--- config.mk ---
export PLATFORM = sky130hd
export DESIGN_NAME = ril_top
export DESIGN_NICKNAME = d
export VERILOG_FILES = /design/src/ril_pkg.sv /design/src/ril_top.sv
export SDC_FILE = /design/constraint.sdc
export NUM_CORES = 1
export LEC_CHECK = 0
export ABC_AREA = 1
export BUFFER_PORTS_ARGS = -buffer_cell sky130_fd_sc_hd__buf_2
export CAP_MARGIN = 20
export CORE_UTILIZATION = 38
export CTS_CLUSTER_DIAMETER = 40
export CTS_CLUSTER_SIZE = 25
export DETAILED_ROUTE_END_ITERATION = 7
export HOLD_SLACK_MARGIN = 0.02
export PLACE_DENSITY_LB_ADDON = 0.2
export SKIP_LAST_GASP = 1
export SYNTH_ARGS = -nofsm -noshare
export SYNTH_HDL_FRONTEND = slang
export SYNTH_SLANG_ARGS = --single-unit
--- constraint.sdc ---
create_clock -name CLK_SYS -period 0.8 [get_ports CLK_SYS]
set_input_delay 0 -clock CLK_SYS [delete_from_list [all_inputs] [get_ports CLK_SYS]]
set_output_delay 0 -clock CLK_SYS [all_outputs]
set_load 0.005 [all_outputs]
--- src/ril_pkg.sv ---
// shared constants and types for the radio interrupt logic
package ril_pkg;
   localparam int          RIL_AW            = 6;        // register address width
   localparam int          RIL_DW            = 8;        // register data width
   localparam logic [5:0]  RIL_ADDR_CTRL_ONE = 6'h04;    // transceiver_control_one
   localparam logic [5:0]  RIL_ADDR_ENABLE   = 6'h0E;    // interrupt_enable
   localparam logic [5:0]  RIL_ADDR_PENDING  = 6'h0F;    // interrupt_pending
   localparam logic [7:0]  RIL_CTRL_RESET    = 8'h20;    // checksum bit set
   localparam logic [7:0]  RIL_ENABLE_RESET  = 8'h00;    // all sources off
   localparam logic [7:0]  RIL_PENDING_RESET = 8'h00;    // nothing pending
   // control register bit positions
   localparam int          RIL_BIT_POLARITY  = 0;        // pin polarity
   localparam int          RIL_BIT_POLL_MODE = 1;        // polling mode
   localparam int          RIL_BIT_RXPIN_EN  = 6;        // rx start pin enable
   localparam int          RIL_BIT_CMD_LO    = 2;        // command mode low bit
   localparam int          RIL_BIT_CMD_HI    = 3;        // command mode high bit
   localparam int          RIL_BIT_RX_BL     = 4;        // rx buffer control bit
   localparam int          RIL_BIT_AUTO_CRC  = 5;        // automatic checksum bit
   localparam int          RIL_BIT_PA_EXT    = 7;        // external amplifier bit
   // event bit positions
   localparam int          RIL_EV_PLL_LOCK   = 0;        // pll lock
   localparam int          RIL_EV_PLL_UNLOCK = 1;        // pll unlock
   localparam int          RIL_EV_RX_START   = 2;        // reception start
   localparam int          RIL_EV_UNDERRUN   = 6;        // buffer underrun
   localparam int          RIL_EV_BATTERY_LOW_EVENT    = 7;        // battery low

   // register access request from the serial host port
   typedef struct packed {
      logic              wr;         // write strobe
      logic              rd;         // read strobe
      logic [5:0]        addr;       // register address
      logic [7:0]        wdata;      // write data
   } ril_req_type;

   // state of the whole block
   typedef struct packed {
      logic [7:0]        ctrl;       // transceiver_control_one
      logic [7:0]        enable;     // interrupt_enable
      logic [7:0]        pending;    // interrupt_pending
      logic [7:0]        rdata;      // read data holding register
      logic              rvalid;     // read data valid pulse
      logic              rx_pin;     // rx start pin state
   } ril_state_type;
endpackage

--- src/ril_top.sv ---
// interrupt logic: pending, enable, control registers and pins
// What this block does
// - enable bit one enables its source
// - enable register resets to zero
// - enable register at 0x0E, fixed bit order
// - pending register 0x0F, read-only, resets zero
// - reading pending clears all flags not re-set in that cycle, pin
// - normal mode latches only enabled events
// - polling mode latches all, pin enabled
// - polling mode is control bit 1
// - masked polled events never assert pin
// - control bit 0 selects pin polarity
// - buffer empty indication always active high
// - control bit 6 drives rx start pin
// - rx start pin ignores enable bit
// - rx start pin high until frame ends
// - control resets 0x20, bits 3:2 command mode
// - pending enabled events ORed onto pin
// - flags sticky; pll lock/unlock clear each other
`timescale 1ns/1ps
module ril_top
   import ril_pkg::*;
(
   input  wire logic               CLK_SYS,        // 100 MHz master clock
   input  wire logic               RESETN,         // async reset, active low
   input  wire ril_pkg::ril_req_type REQ,          // register access request
   output logic [7:0]              RDATA,          // read data, registered
   output logic                    RVALID,         // read data valid pulse
   input  wire logic [7:0]         EVENTS,         // one-cycle event pulses
   input  wire logic               FRAME_ACTIVE,   // high during frame receive
   input  wire logic               FBE_ACTIVE,     // buffer empty indicator on
   input  wire logic               FBE_LEVEL,      // buffer empty level
   output logic                    IRQ_PIN,        // interrupt output pin
   output logic                    RX_START_PIN,   // rx start output pin
   output logic [1:0]              CMD_MODE,       // serial command mode field
   output logic                    AUTO_CRC,       // automatic checksum enable
   output logic                    EXT_PA_EN,      // control bit 7
   output logic                    RX_BL_CTRL      // control bit 4
);
   import ril_pkg::*;

   ril_state_type st_r;          // registered state
   ril_state_type st_nxt;        // next state
   logic [7:0]    latch_ev;      // events allowed into pending
   logic          rd_pend;       // read of pending this cycle
   logic          irq_active;    // interrupt active before polarity
   logic          rx_pin_q;      // registered rx pin copy for the pin

   // next-state logic for all registers
   always_comb begin
      st_nxt = st_r;
      // latch_ev and rd_pend get a value on every path, so no latches form
      st_nxt.rvalid = 1'b0;
      rd_pend = REQ.rd && (REQ.addr == RIL_ADDR_PENDING);
      // polling mode lets every event in, else only enabled ones
      if (st_r.ctrl[RIL_BIT_POLL_MODE]) begin
         latch_ev = EVENTS;
      end else begin
         latch_ev = EVENTS & st_r.enable;
      end
      // read clears everything; new events are merged after so they win
      if (rd_pend) begin
         st_nxt.pending = RIL_PENDING_RESET;
      end
      // lock and unlock knock each other out when newly set
      if (latch_ev[RIL_EV_PLL_LOCK]) begin
         st_nxt.pending[RIL_EV_PLL_UNLOCK] = 1'b0;
      end
      if (latch_ev[RIL_EV_PLL_UNLOCK]) begin
         st_nxt.pending[RIL_EV_PLL_LOCK] = 1'b0;
      end
      st_nxt.pending = st_nxt.pending | latch_ev;
      // register writes; pending is read-only
      if (REQ.wr) begin
         case (REQ.addr)
            RIL_ADDR_CTRL_ONE: st_nxt.ctrl = REQ.wdata;
            RIL_ADDR_ENABLE:   st_nxt.enable = REQ.wdata;
            default: ;
         endcase
      end
      // register reads return data one cycle later
      if (REQ.rd) begin
         st_nxt.rvalid = 1'b1;
         case (REQ.addr)
            RIL_ADDR_CTRL_ONE: st_nxt.rdata = st_r.ctrl;
            RIL_ADDR_ENABLE:   st_nxt.rdata = st_r.enable;
            RIL_ADDR_PENDING:  st_nxt.rdata = st_r.pending;
            default:           st_nxt.rdata = 8'h00;
         endcase
      end
      // rx start pin: set on header, held until frame ends
      // the enable register is not consulted: the pin runs unmasked
      if (!st_r.ctrl[RIL_BIT_RXPIN_EN] || !FRAME_ACTIVE) begin
         st_nxt.rx_pin = 1'b0;
      end else if (EVENTS[RIL_EV_RX_START]) begin
         st_nxt.rx_pin = 1'b1;
      end
   end

   // state register
   always_ff @(posedge CLK_SYS or negedge RESETN) begin
      if (!RESETN) begin
         st_r.ctrl    <= RIL_CTRL_RESET;
         st_r.enable  <= RIL_ENABLE_RESET;
         st_r.pending <= RIL_PENDING_RESET;
         st_r.rdata   <= 8'h00;
         st_r.rvalid  <= 1'b0;
         st_r.rx_pin  <= 1'b0;
      end else begin
         st_r <= st_nxt;
      end
   end

   // pending and enabled flags merged; masked polled flags never reach it
   assign irq_active = |(st_r.pending & st_r.enable);

   // pin: buffer empty indicator bypasses the polarity choice
   // combinational so the pin drops in the cycle after a clearing read
   always_comb begin
      if (FBE_ACTIVE) begin
         IRQ_PIN = FBE_LEVEL;
      end else begin
         IRQ_PIN = irq_active ^ st_r.ctrl[RIL_BIT_POLARITY];
      end
   end

   assign rx_pin_q     = st_r.rx_pin;
   assign RX_START_PIN = rx_pin_q;
   assign RDATA        = st_r.rdata;
   assign RVALID       = st_r.rvalid;
   // remaining control bits are only stored here and passed out
   assign CMD_MODE     = st_r.ctrl[RIL_BIT_CMD_HI:RIL_BIT_CMD_LO];
   assign AUTO_CRC     = st_r.ctrl[RIL_BIT_AUTO_CRC];
   assign EXT_PA_EN    = st_r.ctrl[RIL_BIT_PA_EXT];
   assign RX_BL_CTRL   = st_r.ctrl[RIL_BIT_RX_BL];
endmodule

==> results of run 1 <==
[synthesized netlist by cell type (all sizes together)]
cell / number / share of area
o211a: 1 / 0.0057
o21ai: 23 / 0.070
dfrtp: 33 / 0.47
and3: 1 / 0.0036
inv: 20 / 0.043
clkbuf: 1 / 0.0021
nand4: 9 / 0.041
a21oi: 1 / 0.0029
dfstp: 1 / 0.015
nand2: 72 / 0.15
buf: 16 / 0.075
nand3: 29 / 0.083
nor2: 8 / 0.035
[logic make-up (layout without fill, tap and decap cells)]
family | count (synthesis) | in the layout | synth area share
compound gates | 25 | 25 | 0.0785
buf+inv | 37 | 128 | 0.120
flops | 34 | 34 | 0.486
simple gates | 119 | 119 | 0.316
[area by class of cell]
cell class	count	area, sq um	area share
clock buffer	7	86.3	0.0319
tap	52	65.1	0.0240
multi-input combinational	144	847	0.313
clock inverter	1	5.00	0.00185
timing repair buffer	100	764	0.282
inverter	20	87.6	0.0323
sequential	34	853	0.315
[worst register-to-register path: stages, from the launching register on]
cell	delay [ns]
dfstp_2	0.56
buf_6	0.10
nand4_1	0.06
nand3_1	0.10
nand2_1	0.06
nand2_1	0.05
[through the flow]
| stage | std cells | power (uW) | hold slack [ns] |
|---|---|---|---|
| floorplan | 215 | 2440 | -0.296 |
| global placement | 321 | 2880 | -0.140 |
| detailed placement | 321 | 2890 | -0.141 |
| CTS | 352 | 4410 | 0.0901 |
| global route | 358 | 4790 | 0.0943 |
| finish | 358 | 4540 | 0.0806 |
[registers in the layout, summed over array words and instances, names as in the netlist]
name and cells:
AUTO_CRC 1, RDATA 8, RX_START_PIN 1, CMD_MODE 2, st_r 19, RVALID 1, EXT_PA_EN 1, RX_BL_CTRL 1
[worst min path at each step]
stage	start	end	cells past startpoint
6_report	RESETN	st_r[14]$_DFF_PN0_	2
5_1_grt	RESETN	st_r[14]$_DFF_PN0_	2
4_1_cts	REQ[14]	RDATA[5]$_DFFE_PN0P_	4
3_5_place_dp	RESETN	st_r[14]$_DFF_PN0_	1
3_3_place_gp	RESETN	st_r[14]$_DFF_PN0_	1
2_1_floorplan	RESETN	CMD_MODE[0]$_DFFE_PN0P_	0
[power by group through the flow]
stage / logic, uW / registers, uW / clock network [uW]
3_5_place_dp: 831 / 2060 / 0
3_3_place_gp: 829 / 2050 / 0
6_report: 1180 / 2030 / 1320
4_1_cts: 1040 / 2020 / 1350
2_1_floorplan: 392 / 2040 / 0
5_1_grt: 1300 / 2050 / 1440
[layer usage]
| metal | track usage | share of wire |
|---|---|---|
| met3 | 0.0491 | 0.040 |
| met5 | 0 | 0 |
| met4 | 0.0667 | 0.017 |
| met2 | 0.272 | 0.45 |
| met1 | 0.278 | 0.49 |
[repair_timing]
item                       in CTS  in global routing
pin swaps                      17                 24
hold buffers                   19                  0
setup buffers                   4                  8
resized for setup              20                 31
setup endpoints to repair      25                 34
hold endpoints to repair       60                  0
==> run summary, run 1 <==
status = finished, violations left
failing checks = negative setup slack
GP Congestion = 0.887
Clk pin slew, worst setup/hold paths = 0.08 ns
Rows = 24
share of cells above drive strength 1 = 0.425
Max rail drop VDD = 0.00128 V
sequential-to-total area share from yosys stat = 0.486
drt total wl = 4610 um
Filler cells = 408
Synth warnings = 0
global-route total usage across every layer = 0.191
GR Overflow Total = 0
deepest clock path buffer count = 2
I/O Buffers = 44
Final min period = 1.30 ns
DR vias = 1713
CTS Sinks = 34
P per Cell Area = 1680 nW/um^2
Final WS setup = -0.495 ns
Int Pwr = 3230 uW
Area growth syn-to-layout = 54.4%
Post-Syn Nets = 244
number of synthesized register bits = 34
Worst R2R Setup Slack = -0.17 ns
Post-Syn Area = 1750 sq um
starting density of the core = 0.400
cells after synthesis = 215
critical path depth = 8
WL/cell = 12.9 um
period utilisation layout = 1.62
number of H-tree levels = 2
DRC viols = 0
IO Count = 45
cells along the critical path = nand2_1 -> nand2_1 -> nor2_1 -> nand2_1 -> nand2_1 -> nand3_1 -> nand2_1 -> buf_2
Slowest-stage cell, CP = dfrtp_1
most frequent cells in the layout = 65 x nand2_1, 43 x buf_2, 32 x dfrtp_1
Cell Area, Placed = 2170 sq um
Die H = 69.9 um
Reg power frac = 0.448
Crit Path Max Fanout = 2
Die X-Extent = 69.9 um
Mean Syn Cell Area = 8.16 sq um
Worst Path Required = 0.80 ns
critical path's top delay family = simple AND/OR/NAND/NOR gates
switching power = 1310 uW
Hold Path Class = primary input to asynchronous set/reset pin
CTS tree = built
maxcap violations = 0
skew final = 0.00793 ns
CTS root buf = clkbuf_8
total iterations of the first detailed-routing run = 4
Starting DRT DRC Count = 61
CP startpoint kind = flip-flop
CP dominant cell by count = nand2_1
core area = 4380 sq um
reg2reg path depth = 5
CP Launch Point = st_r[19]$_DFFE_PN0P_
fmax = 0.772 GHz
RSZ-0062 raised after global routing = yes
crit path to = IRQ_PIN
most common cell after layout, fill and taps aside = nand2_1
combinational group share of total power = 0.261
first-pass GRT wire length = 7270 um
Critical Path Max Stage Delay = 0.41 ns
leakage power figure = 0.00145 uW
post-route ant nets = 0
hold violation total from the final report = 0
TritonCTS buffer count = 5
Max-slew headroom = 0.804
clock power share = 0.291
worst r2r src = AUTO_CRC$_DFFE_PN1P_
worst skew pair latency = 0.29 ns
synth unique cells = 22
diodes inserted = 0
Final HPWL DP = 3080 um
setup slack at placement = -0.215 ns
DR vias/cell = 4.78
CP arrival = 1.30 ns
crit end category = output port
Worst R2R End = RDATA[5]$_DFFE_PN0P_
Final setup viols = 24
sw frac = 0.289
Worst Path Buf+Inv = 1
largest net degree at the start of global routing = 29
initial antenna violation count = 0
vias in the first global route = 1560
Max Slew Vio Count = 0
utilization after layout = 0.618
final instance area = 2710 sq um
Nets = 334
crit path kind = flip-flop to output port
Least-Margin Pin Slew = 0.294 ns
setup tns final = -2.22 ns
DIE AREA = 4890 sq um
No activity file was read; power rests on OpenSTA's default activity.
==> run 2, diff against run 1 <==
- CAP_MARGIN: 20 -> unset
- GPL_ROUTABILITY_DRIVEN: unset -> 0
- REMOVE_ABC_BUFFERS: unset -> 1
==> run 2 against run 1 <==
- final cell count rose by 2.8%
- worst setup slack worse by 0.0037 ns
- clock skew down 0.0028 ns
- largest cell class is now non-clock buffers
- clock-buffer cell count grew 1
- the flow still finishes with violations (negative setup slack)
- critical path depth did not move
- highest routed layer unchanged
==> run summary, run 2 (same netlist as run 1, synthesis figures left out) <==
CP arrival = 1.30 ns
max FFs per register = 19
post-route ant nets = 0
Reg with most FFs = st_r
fmax = 0.770 GHz
Slowest-stage cell, CP = dfrtp_1
most common cell after layout, fill and taps aside = nand2_1
Starting DRT DRC Count = 64
IO Count = 45
maxcap violations = 0
clock power share = 0.318
Max Slew Vio Count = 0
starting density of the core = 0.400
Crit Path Max Fanout = 3
Met2 Wirelength = 2250 um
core area = 4380 sq um
Die H = 69.9 um
DIE AREA = 4890 sq um
met3 WL post-DR = 219 um
Final HPWL DP = 3050 um
deepest clock path buffer count = 2
Worst Path Buf+Inv = 1
CP dominant cell by count = nand2_1
period utilisation layout = 1.62
failing checks = negative setup slack
initial antenna violation count = 0
CTS root buf = clkbuf_8
Final setup viols = 25
CP startpoint kind = flip-flop
Max-slew headroom = 0.789
Worst Path Required = 0.80 ns
hold violation total from the final report = 0
critical path's top delay family = simple AND/OR/NAND/NOR gates
DR vias/cell = 4.76
sw frac = 0.271
largest net degree at the start of global routing = 35
Total Power = 4710 uW
skew final = 0.00514 ns
CTS Sinks = 34
utilization after layout = 0.628
WL/cell = 12.7 um
leakage power figure = 0.00150 uW
first-pass GRT wire length = 7610 um
switching power = 1280 uW
Met1 Wirelength = 2110 um
Least-Margin Pin Slew = 0.315 ns
Final WS setup = -0.499 ns
Reg power frac = 0.431
vias in the first global route = 1683
diodes inserted = 0
Nets = 344
Seq. cell area = 853 sq um
Die X-Extent = 69.9 um
TritonCTS buffer count = 5
combinational group share of total power = 0.251
DRC viols = 0
global-route total usage across every layer = 0.202
Filler cells = 388
crit end category = output port
share of cells above drive strength 1 = 0.427
crit path kind = flip-flop to output port
status = finished, violations left
Max rail drop VDD = 0.00120 V
Final min period = 1.30 ns
CTS tree = built
Area growth syn-to-layout = 57.0%
Int Pwr = 3430 uW
RSZ-0062 raised after global routing = yes
highest metal used = met4
Rows = 24
GR Overflow Total = 0
Critical Path Max Stage Delay = 0.42 ns
drt total wl = 4670 um
number of H-tree levels = 2
worst skew pair latency = 0.29 ns
I/O Buffers = 44
most frequent cells in the layout = 68 x nand2_1, 40 x buf_2, 33 x buf_4
cells along the critical path = nand2_1 -> nand2_1 -> nor2_1 -> nand2_1 -> nand2_1 -> nand3_1 -> nand2_1 -> buf_2
Clk pin slew, worst setup/hold paths = 0.07 ns
total iterations of the first detailed-routing run = 4
Hold Path Class = primary input to flip-flop
P per Cell Area = 1710 nW/um^2
Multi-input gate area = 792 sq um
DR vias = 1753
## run 2: final timing paths
path,start,end,slack (ns),depth (start not counted)
min in group asynchronous,RESETN,st_r[19]$_DFFE_PN0P_,0.19,3
max,st_r[18]$_DFFE_PN0P_,IRQ_PIN,-0.50,8
min reg2reg,RDATA[2]$_DFFE_PN0P_,RDATA[2]$_DFFE_PN0P_,0.48,2
max reg2reg,AUTO_CRC$_DFFE_PN1P_,RDATA[5]$_DFFE_PN0P_,-0.17,5
min,REQ[14],RDATA[4]$_DFFE_PN0P_,0.09,4
max in group asynchronous,RESETN,AUTO_CRC$_DFFE_PN1P_,0.37,3
## run 2: worst reg2reg max path, cell delays in order (launching register included)
cell,delay (ns)
dfstp_2,0.55
buf_6,0.09
nand4_1,0.08
nand3_2,0.08
nand2_1,0.06
nand2_1,0.05
## run 2: per-stage QoR
stage          std cells  worst slack, ns  instance area, sq um  hold WS [ns]  TNS (ns)
2_1_floorplan        198           -0.139                  1620        -0.296     -1.32
3_3_place_gp         328           -0.194                  2180       -0.0272     -3.20
3_5_place_dp         328           -0.234                  2180       -0.0175     -3.59
4_1_cts              363           -0.512                  2650        0.0844     -2.74
5_1_grt              368           -0.586                  2750         0.109     -3.94
6_report             368           -0.499                  2750        0.0918     -2.70
## run 2: power by group through the flow
stage / clock network, uW / logic [uW] / registers (uW)
floorplan: 0 / 297 / 2050
global placement: 0 / 839 / 2030
detailed placement: 0 / 850 / 2040
CTS: 1530 / 1100 / 2020
global route: 1610 / 1300 / 2050
finish: 1500 / 1180 / 2030
## run 2: per-layer routing
layer / track usage / up-vias
li1: - / 891
met5: 0 / -
met4: 0.0800 / 0
met2: 0.334 / 45
met3: 0.0519 / 9
met1: 0.253 / 808
## run 2: timing repair
action                                  CTS  global route
buffers inserted                          9             7
hold endpoints to repair                 60             0
pin swaps                                18             7
hold buffers                             19             0
endpoints found under the setup margin   31            39
gates resized for setup                  35            22
## run 2: final cells by class
cell class | instances | share of cell area
multi-input cells | 144 | 0.288
flip-flops and latches | 34 | 0.310
well taps | 52 | 0.0236
inverters | 20 | 0.0273
clock buffers | 8 | 0.0400
repair buffers | 110 | 0.312
==> run 3, diff against run 2 <==
- RECOVER_POWER: unset -> 100
==> run 3 against run 2 <==
- the run still ends with negative setup slack left
- critical path depth unchanged
- clock skew about the same
- clock-buffer cell count unchanged
- clock power about the same
- final area down 0.73%
- die area unchanged
- worst setup slack worse by 0.0011 ns
- sequential share of layout area up 0.23 points
- highest routed layer unchanged
==> run summary, run 3 (same netlist as run 1, synthesis figures left out) <==
status = finished, violations left
failing checks = negative setup slack
CTS tree = built
initial antenna violation count = 0
Area growth syn-to-layout = 55.8%
utilization after layout = 0.624
Filler cells = 389
total iterations of the first detailed-routing run = 6
CTS Sinks = 34
Worst R2R Setup Slack = -0.17 ns
hold violation total from the final report = 0
Final HPWL DP = 3050 um
Worst Path Buf+Inv = 1
reg2reg path depth = 5
RSZ-0062 raised after global routing = yes
Final min period = 1.30 ns
Crit Path Max Fanout = 3
Int Pwr = 3420 uW
deepest clock path buffer count = 2
largest net degree at the start of global routing = 35
Max rail drop VDD = 0.00118 V
Reg with most FFs = st_r
global-route total usage across every layer = 0.202
Multi-input gate area = 792 sq um
crit path to = IRQ_PIN
diodes inserted = 0
fmax = 0.769 GHz
Rows = 24
switching power = 1280 uW
core area = 4380 sq um
crit end category = output port
P per Cell Area = 1720 nW/um^2
starting density of the core = 0.400
CP Launch Point = st_r[18]$_DFFE_PN0P_
Layout Cells excl Fill = 368
first-pass GRT wire length = 7610 um
Hold Path Class = primary input to flip-flop
worst r2r src = AUTO_CRC$_DFFE_PN1P_
WL/cell = 12.7 um
Final WS setup = -0.500 ns
most common cell after layout, fill and taps aside = nand2_1
DIE AREA = 4890 sq um
Reg power frac = 0.432
leakage power figure = 0.00149 uW
Max Slew Vio Count = 0
sw frac = 0.272
Hold Startpoint = REQ[15]
Die X-Extent = 69.9 um
setup slack at placement = -0.234 ns
Critical Path Max Stage Delay = 0.42 ns
critical path depth = 8
most frequent cells in the layout = 68 x nand2_1, 38 x buf_2, 32 x dfrtp_1
maxcap violations = 0
Nets = 344
Starting DRT DRC Count = 64
post-route ant nets = 0
IO Count = 45
Die H = 69.9 um
max FFs per register = 19
worst skew pair latency = 0.29 ns
cells along the critical path = nand2_1 -> nand2_1 -> nor2_1 -> nand2_1 -> nand2_1 -> nand3_1 -> nand2_1 -> buf_2
CTS root buf = clkbuf_8
crit path kind = flip-flop to output port
Worst R2R End = RDATA[5]$_DFFE_PN0P_
Final setup viols = 24
Seq. cell area = 853 sq um
Clk pin slew, worst setup/hold paths = 0.07 ns
GR Overflow Total = 0
skew final = 0.00492 ns
period utilisation layout = 1.62
TritonCTS buffer count = 5
DP Cell Count = 328
number of H-tree levels = 2
Least-Margin Pin Slew = 0.471 ns
combinational group share of total power = 0.249
drt total wl = 4660 um
Slowest-stage cell, CP = dfrtp_1
critical path's top delay family = simple AND/OR/NAND/NOR gates
DR vias/cell = 4.74
CP dominant cell by count = nand2_1
DR vias = 1744
DRC viols = 0
I/O Buffers = 44
Total Power = 4690 uW
vias in the first global route = 1683
Worst Path Required = 0.80 ns
CP startpoint kind = flip-flop
clock power share = 0.319
Max-slew headroom = 0.686
setup tns final = -2.72 ns
CP arrival = 1.30 ns
share of cells above drive strength 1 = 0.421
-- run 3: how the worst min path moves through the flow --
| stage | endpoint | depth (start not counted) |
|---|---|---|
| after floorplan | CMD_MODE[0]$_DFFE_PN0P_ | 0 |
| after global placement | st_r[27]$_DFFE_PN0P_ | 2 |
| after detailed placement | st_r[23]$_DFFE_PN0P_ | 2 |
| after CTS | RDATA[4]$_DFFE_PN0P_ | 4 |
| after global routing | AUTO_CRC$_DFFE_PN1P_ | 3 |
| final | AUTO_CRC$_DFFE_PN1P_ | 3 |
-- run 3: power by group through the flow --
stage | Combinational [uW] | Sequential (uW) | Clock [uW]
global route | 1280 | 2050 | 1610
detailed placement | 850 | 2040 | 0
global placement | 839 | 2030 | 0
CTS | 1100 | 2020 | 1530
finish | 1170 | 2030 | 1500
floorplan | 297 | 2050 | 0
-- run 3: routing by layer --
layer  vias to the layer above  share of wire  global-route usage
li1                        891              -                   -
met1                       802           0.46               0.253
met2                        42           0.48               0.334
met3                         9          0.042              0.0519
met4                         0          0.020              0.0800
met5                         -              0                   0
-- run 3: through the flow --
stage	hold WS [ns]	instance area, sq um
after floorplan	-0.296	1620
after global placement	-0.0272	2180
after detailed placement	-0.0175	2180
after CTS	0.0844	2650
after global routing	0.176	2730
final	0.154	2730
-- run 3: tightest hold or removal path, cell delays in order --
cell and delay (ns):
buf_2 0.12, nand4_4 0.23, o21ai_1 0.08
-- run 3: layout make-up --
class,count,share of cell area
clock buffer,8,0.0403
inverter,20,0.0275
tap,52,0.0238
sequential,34,0.312
timing repair buffer,110,0.307
multi-input combinational,144,0.290
-- run 3: what timing repair did --
action | in CTS | in global routing
gates resized for setup | 35 | 22
hold endpoints to repair | 60 | 0
hold buffers | 19 | 0
pin swaps | 18 | 7
buffers inserted | 9 | 7
setup endpoints to repair | 31 | 39
cloned | 0 | 0
